$ cat config.mk
export PLATFORM = sky130hd
export DESIGN_NAME = dsl_host_flat
export DESIGN_NICKNAME = d
export VERILOG_FILES = /design/src/dsl_pkg.sv /design/src/dsl_link_if.sv /design/src/dsl_host.sv /design/src/flat_wrapper.sv
export SDC_FILE = /design/constraint.sdc
export NUM_CORES = 1
export LEC_CHECK = 0
export BUFFER_PORTS_ARGS = -buffer_cell sky130_fd_sc_hd__buf_4
export CAP_MARGIN = 25
export CORE_UTILIZATION = 60
export CTS_CLUSTER_DIAMETER = 100
export DETAILED_ROUTE_END_ITERATION = 16
export PLACE_DENSITY_LB_ADDON = 0.1
export SYNTH_ARGS = -nofsm -noshare
export SYNTH_HDL_FRONTEND = slang
export SYNTH_SLANG_ARGS = --single-unit
export TNS_END_PERCENT = 5
$ cat constraint.sdc
create_clock -name i_clk_sys -period 5.5 [get_ports i_clk_sys]
set_input_delay 1.65 -clock i_clk_sys [delete_from_list [all_inputs] [get_ports i_clk_sys]]
set_output_delay 1.65 -clock i_clk_sys [all_outputs]
set_load 0.005 [all_outputs]
$ cat src/dsl_pkg.sv
`default_nettype none
package dsl_pkg;
	localparam int WORD_W = 16;
	localparam int CNT_W = 5;
	localparam logic [15:0] CODE_ZERO = 16'h0000;
	localparam logic [15:0] CODE_MID = 16'h8000;
	localparam logic [15:0] CODE_MSB_MASK = 16'h8000;

	// System clock and link timing, in ns
	localparam int CLK_SYS_NS = 50;
	localparam int SCLK_HALF_NS = 50;
	localparam int LOAD_DLY_NS = 30;
	localparam int LOAD_WIDTH_NS = 30;
	localparam int CS_GAP_NS = 200;

	// Least times round up to whole cycles
	localparam int SCLK_HALF_CYC = (SCLK_HALF_NS + CLK_SYS_NS - 1) / CLK_SYS_NS;
	localparam int LOAD_DLY_CYC = (LOAD_DLY_NS + CLK_SYS_NS - 1) / CLK_SYS_NS;
	localparam int LOAD_WIDTH_CYC = (LOAD_WIDTH_NS + CLK_SYS_NS - 1) / CLK_SYS_NS;
	localparam int CS_GAP_CYC = (CS_GAP_NS + CLK_SYS_NS - 1) / CLK_SYS_NS;

	// Cycles after reset release before the strap code is applied
	localparam logic [1:0] INIT_CYC = 2'h3;
	localparam logic [1:0] INIT_LOAD_AT = 2'h1;

	localparam int BUF_DEPTH = 2;

	typedef enum logic [1:0] {
		HS_IDLE,
		HS_SHIFT,
		HS_GAP
	} dsl_host_state_t;
endpackage
`default_nettype wire

$ cat src/dsl_link_if.sv
`timescale 1ns/1ps
`default_nettype none
interface dsl_link_if;
	logic cs_n;
	logic sclk;
	logic sdi;
	logic latch_load_strobe_n;

	modport dev (
		input cs_n,
		input sclk,
		input sdi,
		input latch_load_strobe_n
	);

	modport host (
		output cs_n,
		output sclk,
		output sdi,
		output latch_load_strobe_n
	);
endinterface
`default_nettype wire

$ cat src/dsl_host.sv
`timescale 1ns/1ps
`default_nettype none
module dsl_host #(
	parameter int WORD_W = dsl_pkg::WORD_W,
	parameter int HALF_CYC = dsl_pkg::SCLK_HALF_CYC,
	parameter int GAP_CYC = dsl_pkg::CS_GAP_CYC
) (
	input wire logic i_clk_sys,
	input wire logic i_reset_n,
	input wire logic [WORD_W-1:0] i_word,
	input wire logic i_word_valid,
	output logic o_word_ready,
	input wire logic i_load_pulse_mode,
	output logic o_busy,
	output logic o_sent,
	dsl_link_if.host link
);

	// Two-entry buffer in front of the serialiser

	logic [WORD_W-1:0] buf_ff [dsl_pkg::BUF_DEPTH];
	logic wr_ptr_ff;
	logic rd_ptr_ff;
	logic [1:0] count_ff;
	logic take_word;

	wire buf_full = (count_ff == 2'(dsl_pkg::BUF_DEPTH));
	wire buf_empty = (count_ff == 2'h0);
	wire push = i_word_valid && !buf_full;
	wire [1:0] nxt_count = count_ff + 2'(push) - 2'(take_word);

	assign o_word_ready = !buf_full;

	always_ff @(posedge i_clk_sys or negedge i_reset_n)
	begin
		if (!i_reset_n)
		begin
			wr_ptr_ff <= 1'b0;
			rd_ptr_ff <= 1'b0;
			count_ff <= 2'h0;
		end
		else
		begin
			wr_ptr_ff <= wr_ptr_ff ^ push;
			rd_ptr_ff <= rd_ptr_ff ^ take_word;
			count_ff <= nxt_count;
		end
	end

	always_ff @(posedge i_clk_sys)
	begin
		if (push)
			buf_ff[wr_ptr_ff] <= i_word;
	end

	// Serialiser: serial clock comes from a divider of the system clock

	localparam int HC_W = $clog2(HALF_CYC + 1);
	localparam int GC_W = $clog2(GAP_CYC + 1);

	dsl_pkg::dsl_host_state_t state_ff;
	dsl_pkg::dsl_host_state_t nxt_state;
	logic [WORD_W-1:0] shift_ff;
	logic [dsl_pkg::CNT_W-1:0] bit_cnt_ff;
	logic [HC_W-1:0] half_cnt_ff;
	logic [GC_W-1:0] gap_cnt_ff;
	logic sclk_ff;
	logic cs_n_ff;
	logic load_n_ff;
	logic sent_ff;

	wire tick = (half_cnt_ff == HC_W'(HALF_CYC - 1));
	wire word_done = tick && !sclk_ff && (bit_cnt_ff == dsl_pkg::CNT_W'(WORD_W));
	wire gap_done = (gap_cnt_ff == GC_W'(GAP_CYC - 1));
	wire pulse_win = (gap_cnt_ff >= GC_W'(dsl_pkg::LOAD_DLY_CYC)) &&
		(gap_cnt_ff < GC_W'(dsl_pkg::LOAD_DLY_CYC + dsl_pkg::LOAD_WIDTH_CYC));

	always_comb
	begin
		nxt_state = state_ff;
		take_word = 1'b0;
		case (state_ff)
			dsl_pkg::HS_IDLE:
			begin
				if (!buf_empty)
				begin
					take_word = 1'b1;
					nxt_state = dsl_pkg::HS_SHIFT;
				end
			end
			dsl_pkg::HS_SHIFT:
			begin
				if (word_done)
					nxt_state = dsl_pkg::HS_GAP;
			end
			dsl_pkg::HS_GAP:
			begin
				if (gap_done)
					nxt_state = dsl_pkg::HS_IDLE;
			end
			default:
				nxt_state = dsl_pkg::HS_IDLE;
		endcase
	end

	wire in_shift = (state_ff == dsl_pkg::HS_SHIFT);
	wire in_gap = (state_ff == dsl_pkg::HS_GAP);
	wire sclk_rise = in_shift && tick && !sclk_ff && !word_done;
	wire sclk_fall = in_shift && tick && sclk_ff;

	// Pulsed strobe only while deselected; otherwise held low for follow mode
	wire nxt_load_n = i_load_pulse_mode ? !(in_gap && pulse_win) : 1'b0;

	always_ff @(posedge i_clk_sys or negedge i_reset_n)
	begin
		if (!i_reset_n)
		begin
			state_ff <= dsl_pkg::HS_IDLE;
			shift_ff <= '0;
			bit_cnt_ff <= '0;
			half_cnt_ff <= '0;
			gap_cnt_ff <= '0;
			sclk_ff <= 1'b0;
			cs_n_ff <= 1'b1;
			load_n_ff <= 1'b1;
			sent_ff <= 1'b0;
		end
		else
		begin
			state_ff <= nxt_state;
			load_n_ff <= nxt_load_n;
			sent_ff <= word_done;
			half_cnt_ff <= (!in_shift || tick) ? '0 : half_cnt_ff + HC_W'(1);
			gap_cnt_ff <= in_gap ? gap_cnt_ff + GC_W'(1) : '0;
			if (take_word)
			begin
				shift_ff <= buf_ff[rd_ptr_ff];
				bit_cnt_ff <= '0;
				cs_n_ff <= 1'b0;
			end
			else if (word_done)
				cs_n_ff <= 1'b1;
			if (sclk_rise)
			begin
				sclk_ff <= 1'b1;
				bit_cnt_ff <= bit_cnt_ff + dsl_pkg::CNT_W'(1);
			end
			else if (sclk_fall)
			begin
				sclk_ff <= 1'b0;
				shift_ff <= {shift_ff[WORD_W-2:0], 1'b0};
			end
		end
	end

	// Divider of at least two system cycles keeps the link far below 50 Mb/s
	assign link.sclk = sclk_ff;
	assign link.cs_n = cs_n_ff;
	assign link.sdi = shift_ff[WORD_W-1];
	assign link.latch_load_strobe_n = load_n_ff;
	assign o_busy = !buf_empty || (state_ff != dsl_pkg::HS_IDLE);
	assign o_sent = sent_ff;

endmodule
`default_nettype wire

$ cat src/flat_wrapper.sv
// flat-port wrapper written by rule: the top's interface ports become plain ports
module dsl_host_flat 
#(
	parameter int WORD_W = dsl_pkg::WORD_W,
	parameter int HALF_CYC = dsl_pkg::SCLK_HALF_CYC,
	parameter int GAP_CYC = dsl_pkg::CS_GAP_CYC
)
  (i_clk_sys, i_reset_n, i_word, i_word_valid, o_word_ready, i_load_pulse_mode, o_busy, o_sent, link_cs_n, link_sclk, link_sdi, link_latch_load_strobe_n);
  dsl_link_if link_i ();
  input wire logic i_clk_sys;
  input wire logic i_reset_n;
  input wire logic [WORD_W-1:0] i_word;
  input wire logic i_word_valid;
  output logic o_word_ready;
  input wire logic i_load_pulse_mode;
  output logic o_busy;
  output logic o_sent;
  output wire logic [$bits(link_i.cs_n)-1:0] link_cs_n;
  output wire logic [$bits(link_i.sclk)-1:0] link_sclk;
  output wire logic [$bits(link_i.sdi)-1:0] link_sdi;
  output wire logic [$bits(link_i.latch_load_strobe_n)-1:0] link_latch_load_strobe_n;
  assign link_cs_n = link_i.cs_n;
  assign link_sclk = link_i.sclk;
  assign link_sdi = link_i.sdi;
  assign link_latch_load_strobe_n = link_i.latch_load_strobe_n;
  dsl_host #(.WORD_W(WORD_W), .HALF_CYC(HALF_CYC), .GAP_CYC(GAP_CYC)) u_core (.i_clk_sys(i_clk_sys), .i_reset_n(i_reset_n), .i_word(i_word), .i_word_valid(i_word_valid), .o_word_ready(o_word_ready), .i_load_pulse_mode(i_load_pulse_mode), .o_busy(o_busy), .o_sent(o_sent), .link(link_i));
endmodule
==> key figures, run 1 <==
Outcome
  • Status: completed

Route
  • DRT antenna net count: 0
  • Initial DRC count: 98
  • Drt pass-1 iters: 4
  • Vias: 1,798
  • Routed length per placed instance: 15.9 um
  • Drt total wl: 5.06 mm
  • DRC violations left: 0
  • Via density: 5.65

Synthesis
  • Synth cell types: 44
  • Sequential share of the synthesized area: 0.609
  • Syn. warnings: 0
  • Net Count, Synth: 249
  • Gate Count Post-Synth: 220
  • Mapped cell area: 3020 um^2
  • Post-synthesis area per instance: 13.7 um^2
  • Flops & latches, synth: 67

Clock tree
  • Post-CTS Setup Repair Bufs: 0
  • # H-tree levels: 3
  • Bufs on Longest Clock Path: 2
  • Reg clk slew, reported paths: 70 ps
  • Clock buffer count from CTS: 9
  • CTS tree: yes
  • Worst-Skew Late Latency: 340 ps
  • Root Buffer: clkbuf_8
  • Clock sink total: 67
  • Post-CTS Hold Buffers: 0
  • Post-cts repair resize count: 0

Critical path
  • R2r setup slk: 2990 ps
  • Crit. End Element: output pin
  • Arr. time, crit path: 1640 ps
  • CP Max Fanout: 19
  • Crit Path Class: reg2out
  • Cell Chain, Critical Path: nor2_2 > nand2_1 > buf_4
  • Startpoint types: flop
  • Worst endpoint required time: 3850 ps
  • Worst Path Buf+Inv: 1
  • Crit-path leading delay family: simple AND/OR/NAND/NOR gates
  • Crit path largest cell delay: 580 ps
  • Slowest stage cell on the critical path: nor2_2

Cells and area
  • Proportion of layout cells with a drive suffix above 1: 0.215
  • Fillers: 348
  • P&R area growth vs syn: 12.1%
  • Nets: 275
  • Non-Filler Instances: 318
  • Most common cell after layout, fill and taps aside: dfrtp_1
  • Most frequent cells in the layout: 33 x dfrtp_1, 32 x edfxtp_1, 27 x buf_4
  • Design area: 3380 um^2
  • Diode count: 0
  • Multi-input gate area: 1060 um^2
  • Core Util, Final: 0.707
  • Seq. cell area: 1840 um^2

Place
  • IO Port Bufs: 26
  • Post-DP HPWL: 3.39 mm
  • Placed Area: 3220 um^2
  • GP Congestion: 0.764
  • Dpl cells: 302
  • Pre-CTS setup slack: 2500 ps

Floorplan
  • Die Y: 72.9 um
  • # rows: 25
  • Die W: 72.9 um
  • Top Ports: 27
  • Core area: 4790 um^2
  • Die area: 5320 um^2
  • Initial core utilization: 0.631

Job
  • Max cap viols: 0

Timing
  • Setup tns final: 0 ps
  • Final setup vio count: 0
  • Final setup margin: 2210 ps
  • Worst slew pin tran: 1030 ps
  • Final Critical Period: 3290 ps
  • Endpoints failing hold: 0
  • Max Clock Skew: 12.1 ps
  • RSZ-0062 raised after global routing: false
  • Max Slew Vio Count: 0
  • Max-slew headroom: 0.316
  • Final period util: 0.598
  • Max Freq: 304 MHz

Global route
  • Largest net degree at the start of global routing: 36
  • Vias in the first global route: 1,796
  • Initial antenna violation count: 0
  • Gr ovfl total: 0
  • First-pass GRT wire length: 8.38 mm
  • Total GRT Usage: 0.223

Power and ir drop
  • Worst IR drop on VDD: 0.287 mV
  • Static Leakage: 1.31 nW
  • Power density over the cells: 491 nW/um^2

Hold path
  • Worst min path class: reg2reg
-- registers in the layout, indices dropped and copies added, names as in the netlist --
name,cells
u_core.shift_ff,16
u_core.state_ff,2
u_core.gap_cnt_ff,3
u_core.wr_ptr_ff,1
u_core.count_ff,2
u_core.rd_ptr_ff,1
u_core.link.sclk,1
u_core.o_sent,1
u_core.half_cnt_ff,1
u_core.link.latch_load_strobe_n,1
u_core.bit_cnt_ff,5
u_core.link.cs_n,1
u_core.buf_ff,32
-- synth_stat cells, drive strengths merged --
library cell / number / share of area
a2111oi: 15 / 0.087
a211oi: 1 / 0.0025
a21oi: 17 / 0.028
a31o: 1 / 0.0029
and2: 1 / 0.0021
and2b: 4 / 0.0099
and4b: 1 / 0.0033
and4bb: 1 / 0.0041
buf: 9 / 0.024
clkbuf: 3 / 0.0037
conb: 1 / 0.0012
dfrtp: 33 / 0.27
dfstp: 2 / 0.017
edfxtp: 32 / 0.32
ha: 9 / 0.037
inv: 9 / 0.011
mux2: 1 / 0.0037
mux2i: 4 / 0.013
nand2: 21 / 0.026
nand2b: 1 / 0.0021
nand3: 2 / 0.0033
nand4bb: 1 / 0.0037
nor2: 6 / 0.011
nor2b: 11 / 0.023
nor3: 1 / 0.0017
nor4b: 1 / 0.0079
o21a: 1 / 0.0025
o21ai: 6 / 0.0099
o31ai: 15 / 0.037
o41a: 1 / 0.0037
or2: 2 / 0.0041
or2b: 1 / 0.0025
or4: 1 / 0.0025
xnor2: 3 / 0.0087
xor2: 2 / 0.0058
-- path summary, 6_finish.rpt --
check / startpoint / to / depth (start not counted)
min in group asynchronous: i_reset_n / u_core.gap_cnt_ff[2]$_DFF_PN0_ / 1
min: u_core.shift_ff[7]$_DFF_PN0_ / u_core.shift_ff[8]$_DFF_PN0_ / 2
max: u_core.state_ff[1]$_DFFE_PN0P_ / o_busy / 3
max reg2reg: u_core.count_ff[1]$_DFF_PN0_ / u_core.count_ff[1]$_DFF_PN0_ / 8
max in group asynchronous: i_reset_n / u_core.link.cs_n$_DFFE_PN1P_ / 1
min reg2reg: u_core.shift_ff[7]$_DFF_PN0_ / u_core.shift_ff[8]$_DFF_PN0_ / 2
-- layout make-up --
class | count | share of cell area
Sequential cell | 67 | 0.543
Multi-Input combinational cell | 132 | 0.313
Timing Repair Buffer | 27 | 0.0599
Clock buffer | 13 | 0.0440
Tap cell | 67 | 0.0248
Inverter | 9 | 0.00998
Clock inverter | 3 | 0.00444
-- layer usage --
layer / vias to the layer above / track usage / share of wire
met5: - / 0 / 0
li1: 860 / - / -
met2: 43 / 0.376 / 0.51
met3: 10 / 0.0580 / 0.034
met1: 885 / 0.264 / 0.43
met4: 0 / 0.113 / 0.022
-- report_power, final --
group          switching [mW]  internal, mW
clock                   0.174         0.174
sequential             0.0921         0.692
combinational           0.321         0.209
total                   0.587          1.08
-- kinds of logic (layout without fill, tap and decap cells) --
group / count (synthesis) / count (layout) / share of synthesized area
other cells: 1 / 1 / 0.00124
compound gates: 57 / 57 / 0.174
mux: 5 / 5 / 0.0170
buf+inv: 21 / 52 / 0.0394
flops: 67 / 67 / 0.609
xor+xnor: 5 / 5 / 0.0145
fa+ha+maj: 9 / 9 / 0.0373
simple gates: 55 / 55 / 0.107
-- worst min-delay path: stages, from the launching register on --
cell and delay, ps:
dfrtp_1 340, nand2_1 50, o31ai_1 60
-- stage by stage --
stage / power (mW) / hold slack, ps
after floorplan: 1.21 / 449
after global placement: 1.29 / 454
after detailed placement: 1.33 / 470
after CTS: 1.67 / 492
after global routing: 1.76 / 503
final: 1.66 / 486
(Power assumes the default switching activity.)
==> run 2: changes to the inputs <==
CORE_UTILIZATION = 59   (was 60)
clock period = 3.1 ns   (was 5.5 ns; I/O delays follow)
==> key figures, run 2 (synthesis results as in run 1) <==
Route
  • Via density: 5.75 (was 5.65)
  • Vias: 1,847 (was 1,798)
  • Drt total wl: 5.13 mm (was 5.06 mm)
  • DRT antenna net count: 0 (unchanged)
  • DRC violations left: 0 (unchanged)
  • Initial DRC count: 117 (was 98)
  • Drt pass-1 iters: 5 (was 4)
  • Routed length per placed instance: 16.0 um (was 15.9 um)

Critical path
  • Arr. time, crit path: 1430 ps (was 1640 ps)
  • Startpoint types: flop (unchanged)
  • Worst r2r src: u_core.count_ff[1]$_DFF_PN0_ (unchanged)
  • Crit-path leading delay family: simple AND/OR/NAND/NOR gates (unchanged)
  • CP Max Fanout: 10 (was 19)
  • Cells on worst reg2reg path: 9 (was 8)
  • Worst endpoint required time: 2170 ps (was 3850 ps)
  • Crit path largest cell delay: 450 ps (was 580 ps)
  • R2r setup slk: 1000 ps (was 2990 ps)
  • Crit Path Class: reg2out (unchanged)
  • Slowest stage cell on the critical path: dfrtp_1 (was nor2_2)
  • Critical path depth in cells: 3 (unchanged)
  • Cell Chain, Critical Path: nor2_2 > nand2_1 > buf_4 (unchanged)
  • Critical R2R Capture: u_core.count_ff[1]$_DFF_PN0_ (unchanged)
  • Crit. End Element: output pin (unchanged)
  • Worst Path Buf+Inv: 1 (unchanged)

Cells and area
  • Largest registers: u_core.buf_ff: 32 flops, u_core.shift_ff: 16 flops, u_core.bit_cnt_ff: 5 flops (unchanged)
  • Most flop-heavy register: u_core.buf_ff (unchanged)
  • P&R area growth vs syn: 13.3% (was 12.1%)
  • Diode count: 0 (unchanged)
  • Largest register FFs: 32 (unchanged)
  • Most frequent cells in the layout: 33 x dfrtp_1, 32 x edfxtp_1, 30 x buf_4 (was 33 x dfrtp_1, 32 x edfxtp_1, 27 x buf_4)
  • Most common cell after layout, fill and taps aside: dfrtp_1 (unchanged)
  • Proportion of layout cells with a drive suffix above 1: 0.213 (was 0.215)
  • Nets: 278 (was 275)

Global route
  • Gr ovfl total: 0 (unchanged)
  • First-pass GRT wire length: 8.53 mm (was 8.38 mm)
  • Largest net degree at the start of global routing: 36 (unchanged)
  • Vias in the first global route: 1,845 (was 1,796)
  • Total GRT Usage: 0.221 (was 0.223)
  • Initial antenna violation count: 0 (unchanged)

Power and ir drop
  • Power density over the cells: 883 nW/um^2 (was 491 nW/um^2)
  • Clock group share of total power: 0.220 (was 0.209)
  • Comb pwr share: 0.307 (was 0.319)
  • Internal Power: 1.98 mW (was 1.08 mW)
  • Seq pwr share: 0.474 (was 0.472)
  • Static Leakage: 1.33 nW (was 1.31 nW)
  • Switching share of total power: 0.344 (was 0.353)
  • NetSw: 1.04 mW (was 587 uW)
  • Worst IR drop on VDD: 0.439 mV (was 0.287 mV)

Hold path
  • Hold Crit Endpoint: u_core.shift_ff[5]$_DFF_PN0_ (was u_core.shift_ff[8]$_DFF_PN0_)
  • Hold path start: u_core.shift_ff[4]$_DFF_PN0_ (was u_core.shift_ff[7]$_DFF_PN0_)
  • Worst min path class: reg2reg (unchanged)
  • Hold depth: 2 (unchanged)

Place
  • GP Congestion: 0.763 (was 0.764)
  • IO Port Bufs: 26 (unchanged)
  • Post-DP HPWL: 3.42 mm (was 3.39 mm)

Timing
  • Max Freq: 423 MHz
  • Worst slew pin tran: 1070 ps (was 1030 ps)
  • Max Slew Vio Count: 0 (unchanged)
  • Hold WS: 480 ps (was 486 ps)
  • Max-slew headroom: 0.283 (was 0.316)
  • RSZ-0062 raised after global routing: false (unchanged)
  • Endpoints failing hold: 0 (unchanged)
  • Setup tns final: 0 ps (unchanged)
  • Max Clock Skew: 8.37 ps (was 12.1 ps)
  • Final setup vio count: 0 (unchanged)
  • Final Critical Period: 2360 ps
  • Final period util: 0.762

Clock tree
  • Post-cts repair resize count: 0 (unchanged)
  • Reg clk slew, reported paths: 70 ps (about the same)
  • Post-CTS Setup Repair Bufs: 0 (unchanged)
  • CTS tree: yes (unchanged)
  • Clock sink total: 67 (unchanged)
  • Worst-Skew Late Latency: 330 ps (was 340 ps)
  • # H-tree levels: 3 (unchanged)
  • Bufs on Longest Clock Path: 2 (unchanged)
  • Root Buffer: clkbuf_8 (unchanged)
  • Clock buffer count from CTS: 9 (unchanged)
  • Post-CTS Hold Buffers: 0 (unchanged)

Floorplan
  • Die area: 5410 um^2 (was 5320 um^2)
  • Core area: 4820 um^2 (was 4790 um^2)
  • # rows: 25 (unchanged)
  • Die Y: 73.5 um (was 72.9 um)
  • Die W: 73.5 um (was 72.9 um)
  • Initial core utilization: 0.627 (was 0.631)
  • Top Ports: 27 (unchanged)

Outcome
  • Status: completed (unchanged)

Job
  • Max cap viols: 0 (unchanged)
## run 2: cell types whose count changed in the layout (fill, tap and decap cells not counted), sizes merged
cell / before / now
clkbuf: 13 / 12
bufinv: 0 / 1
buf: 27 / 30
## run 2: cell type report
cell class,instances,area (um^2)
Inverter,9,33.8
Sequential cell,67,1840
Fill cell,351,1400
Timing Repair Buffer,30,225
Multi-Input combinational cell,132,1060
Tap cell,67,83.8
Clock inverter,4,41.3
Clock buffer,12,135
## run 2: stage by stage
stage | setup WS (ps) | utilization | instance area, um^2 | std cells | total power, mW
2_1_floorplan | 1160 | - | 3020 | 220 | 2.14
3_3_place_gp | 891 | 0.673 | 3240 | 305 | 2.32
3_5_place_dp | 843 | 0.673 | 3240 | 305 | 2.38
4_1_cts | 726 | 0.710 | 3420 | 321 | 3.04
5_1_grt | 638 | 0.710 | 3420 | 321 | 3.20
6_report | 738 | 0.710 | 3420 | 321 | 3.02
## run 2: power groups by stage
| stage | Sequential, mW | Clock (mW) | Combinational [mW] |
|---|---|---|---|
| floorplan | 1.37 | 0 | 0.771 |
| detailed placement | 1.44 | 0 | 0.938 |
| finish | 1.43 | 0.663 | 0.926 |
| global placement | 1.43 | 0 | 0.893 |
| CTS | 1.43 | 0.674 | 0.933 |
| global route | 1.46 | 0.708 | 1.03 |
## run 2: worst max-delay path by stage
stage | slack [ps] | startpoint | endpoint
6_report | 740 | u_core.state_ff[1]$_DFFE_PN0P_ | o_busy
5_1_grt | 640 | u_core.state_ff[1]$_DFFE_PN0P_ | o_busy
4_1_cts | 730 | u_core.state_ff[1]$_DFFE_PN0P_ | o_busy
3_5_place_dp | 840 | i_word_valid | u_core.buf_ff[1][11]$_DFFE_PP_
3_3_place_gp | 890 | i_word_valid | u_core.buf_ff[1][11]$_DFFE_PP_
2_1_floorplan | 1160 | i_word_valid | u_core.buf_ff[1][0]$_DFFE_PP_
## run 2: worst reg2reg max path, cell delays in order, from the launching register on
cell and delay (ps):
dfrtp_1 450, or2_0 240, buf_4 200, nand2_1 200
inv_1 100, ha_1 280, inv_1 40, ha_1 190
xnor2_1 170, xnor2_1 140
## run 2: per-layer routing
| metal | vias to the layer above | part of all wire | GRT usage | routed length (um) |
|---|---|---|---|---|
| li1 | 867 | - | - | - |
| met1 | 919 | 0.42 | 0.264 | 2150 |
| met2 | 43 | 0.51 | 0.364 | 2600 |
| met3 | 18 | 0.040 | 0.0412 | 206 |
| met4 | 0 | 0.034 | 0.150 | 174 |
| met5 | - | 0 | 0 | 0 |
==> run 3: changes to the inputs <==
ABC_AREA = 1   (was unset)
CORE_UTILIZATION = 53   (was 59)
clock period = 2.1 ns   (was 3.1 ns; I/O delays follow)
==> key figures, run 3 <==
Synthesis
  • EDFF count, synth: 32 (unchanged)
  • Top cells by area, synth: edfxtp_1 32%, dfrtp_1 28%, nand2_1 19%, ha_1 3.8%, nand3_1 2.4% (was edfxtp_1 32%, dfrtp_1 27%, a2111oi_4 6.4%, ha_1 3.7%, o31ai_1 3.7%)
  • Sequential share of the synthesized area: 0.619 (was 0.609)
  • Top-area cell type share of the netlist area: 0.323 (was 0.318)
  • Ys flop type: dfrtp_1 (unchanged)
  • Net Count, Synth: 337 (was 249)
  • Flops & latches, synth: 67 (unchanged)
  • Synth cell types: 27 (was 44)
  • Synth area leader: edfxtp_1 (unchanged)
  • Gate Count Post-Synth: 308 (was 220)
  • Ys async rst share: 0.522 (unchanged)
  • Post-synthesis area per instance: 9.65 um^2 (was 13.7 um^2)
  • Syn. warnings: 0 (unchanged)
  • Most frequent cells after synthesis: 152 x nand2_1, 33 x dfrtp_1, 32 x edfxtp_1 (was 33 x dfrtp_1, 32 x edfxtp_1, 21 x nand2_1)
  • Most frequent cell after synthesis: nand2_1 (was dfrtp_1)
  • Mapped cell area: 2970 um^2 (was 3020 um^2)

Critical path
  • Crit Path Class: reg2out (unchanged)
  • Critical path startpoint: u_core.count_ff[1]$_DFF_PN0_ (was u_core.state_ff[1]$_DFFE_PN0P_)
  • CP Max Fanout: 5 (was 10)
  • Worst endpoint required time: 1470 ps (was 2170 ps)
  • Startpoint types: flop (unchanged)
  • Crit. End Element: output pin (unchanged)
  • Worst r2r src: u_core.count_ff[0]$_DFF_PN0_ (was u_core.count_ff[1]$_DFF_PN0_)
  • Arr. time, crit path: 1250 ps (was 1430 ps)

Global route
  • Vias in the first global route: 1,932 (was 1,845)
  • First-pass GRT wire length: 8.31 mm (was 8.53 mm)
  • Total GRT Usage: 0.186 (was 0.221)
  • Initial antenna violation count: 0 (unchanged)
  • Gr ovfl total: 0 (unchanged)
  • Largest net degree at the start of global routing: 36 (unchanged)

Route
  • Drt pass-1 iters: 4 (was 5)
  • DRC violations left: 0 (unchanged)
  • DRT antenna net count: 0 (unchanged)
  • Via density: 4.69 (was 5.75)
  • Routed length per placed instance: 11.2 um (was 16.0 um)
  • Initial DRC count: 113 (was 117)
  • Drt total wl: 4.68 mm (was 5.13 mm)
  • Vias: 1,956 (was 1,847)

Floorplan
  • # rows: 26 (was 25)
  • Core area: 5240 um^2 (was 4820 um^2)
  • Top Ports: 27 (unchanged)
  • Die Y: 76.9 um (was 73.5 um)
  • Die area: 5910 um^2 (was 5410 um^2)
  • Initial core utilization: 0.568 (was 0.627)
  • Die W: 76.9 um (was 73.5 um)

Place
  • GP Congestion: 0.740 (was 0.763)
  • Post-DP HPWL: 3.10 mm (was 3.42 mm)
  • IO Port Bufs: 26 (unchanged)

Cells and area
  • Largest registers: u_core.buf_ff: 32 flops, u_core.shift_ff: 16 flops, u_core.bit_cnt_ff: 5 flops (unchanged)
  • Nets: 371 (was 278)
  • Most flop-heavy register: u_core.buf_ff (unchanged)
  • Largest register FFs: 32 (unchanged)
  • Diode count: 0 (unchanged)
  • Most common cell after layout, fill and taps aside: nand2_1 (was dfrtp_1)
  • Multi-input gate area: 985 um^2 (was 1060 um^2)
  • P&R area growth vs syn: 16.2% (was 13.3%)
  • Most frequent cells in the layout: 152 x nand2_1, 33 x dfrtp_1, 32 x edfxtp_1 (was 33 x dfrtp_1, 32 x edfxtp_1, 30 x buf_4)
  • Fillers: 409 (was 351)
  • Seq. cell area: 1840 um^2 (unchanged)
  • Proportion of layout cells with a drive suffix above 1: 0.173 (was 0.213)

Timing
  • Final setup vio count: 0 (unchanged)
  • RSZ-0062 raised after global routing: false (unchanged)
  • Max Clock Skew: 6.95 ps (was 8.37 ps)
  • Max Slew Vio Count: 0 (unchanged)
  • Final period util: 0.895
  • Endpoints failing hold: 0 (unchanged)
  • Setup tns final: 0 ps (unchanged)
  • Final Critical Period: 1880 ps
  • Max Freq: 532 MHz

Power and ir drop
  • Worst IR drop on VDD: 0.964 mV (was 0.439 mV)
  • Total power: 4.70 mW (was 3.02 mW)
  • Static Leakage: 1.72 nW (was 1.33 nW)
  • Power density over the cells: 1360 nW/um^2 (was 883 nW/um^2)

Clock tree
  • Post-CTS Hold Buffers: 0 (unchanged)
  • Post-CTS Setup Repair Bufs: 0 (unchanged)
  • Reg clk slew, reported paths: 70 ps (about the same)
  • Worst-Skew Late Latency: 340 ps (was 330 ps)
  • # H-tree levels: 3 (unchanged)
  • Clock sink total: 67 (unchanged)
  • Clock buffer count from CTS: 9 (unchanged)
  • Bufs on Longest Clock Path: 2 (unchanged)
  • Root Buffer: clkbuf_8 (unchanged)
  • CTS tree: yes (unchanged)
  • Post-cts repair resize count: 0 (unchanged)

Hold path
  • Worst min path class: in2async (was reg2reg)

Job
  • Max cap viols: 0 (unchanged)

Outcome
  • Status: completed (unchanged)
run 3: worst paths after layout:
kind / endpoint / slack [ps] / cells past startpoint
max in group asynchronous: u_core.link.cs_n$_DFFE_PN1P_ / 1530 / 1
hold / removal: u_core.state_ff[0]$_DFFE_PN0P_ / 240 / 1
setup reg to reg: u_core.buf_ff[1][14]$_DFFE_PP_ / 530 / 4
min in group i_clk_sys: u_core.shift_ff[1]$_DFF_PN0_ / 470 / 2
setup / recovery: o_busy / 220 / 3
hold reg to reg: u_core.shift_ff[1]$_DFF_PN0_ / 470 / 2
run 3: power by group:
part           internal, mW  switching, mW  total, mW
registers              1.79          0.217       2.01
clock network         0.672          0.440       1.11
logic                 0.601          0.977       1.58
run 3: routing by layer:
layer / wire, um / track usage / share of wire
met4: 118 / 0.102 / 0.025
met2: 2130 / 0.305 / 0.46
met3: 166 / 0.0548 / 0.035
met5: 0 / 0 / 0
met1: 2260 / 0.219 / 0.48
run 3: logic make-up after synthesis:
| kind of cell | Yosys count | synth area share |
|---|---|---|
| compound gates | 6 | 0.0130 |
| xor+xnor | 4 | 0.0118 |
| fa+ha+maj | 9 | 0.0379 |
| buf+inv | 29 | 0.0501 |
| flops | 67 | 0.619 |
| other cells | 1 | 0.00126 |
| simple gates | 192 | 0.267 |
run 3: final cells by class:
cell class	count	share of cell area
clock inverter	2	0.0174
clock buffer	14	0.0413
multi-input combinational	212	0.285
inverter	20	0.0217
tap	70	0.0254
timing repair buffer	32	0.0768
sequential	67	0.532
run 3: stage by stage:
stage / instances / setup WS (ps) / hold WS, ps / cell area (um^2) / utilization
after global placement: 401 / 287 / 459 / 3250 / 0.621
after CTS: 417 / 195 / 240 / 3450 / 0.660
after floorplan: 308 / 270 / 334 / 2970 / -
after global routing: 417 / 124 / 259 / 3450 / 0.660
final: 417 / 220 / 239 / 3450 / 0.660
after detailed placement: 401 / 241 / 463 / 3250 / 0.621
run 3: worst max-delay path, stage by stage, from the launching register on:
cell and delay, ps:
dfrtp_1 440, nor2_2 260, nand2_1 80, buf_4 130
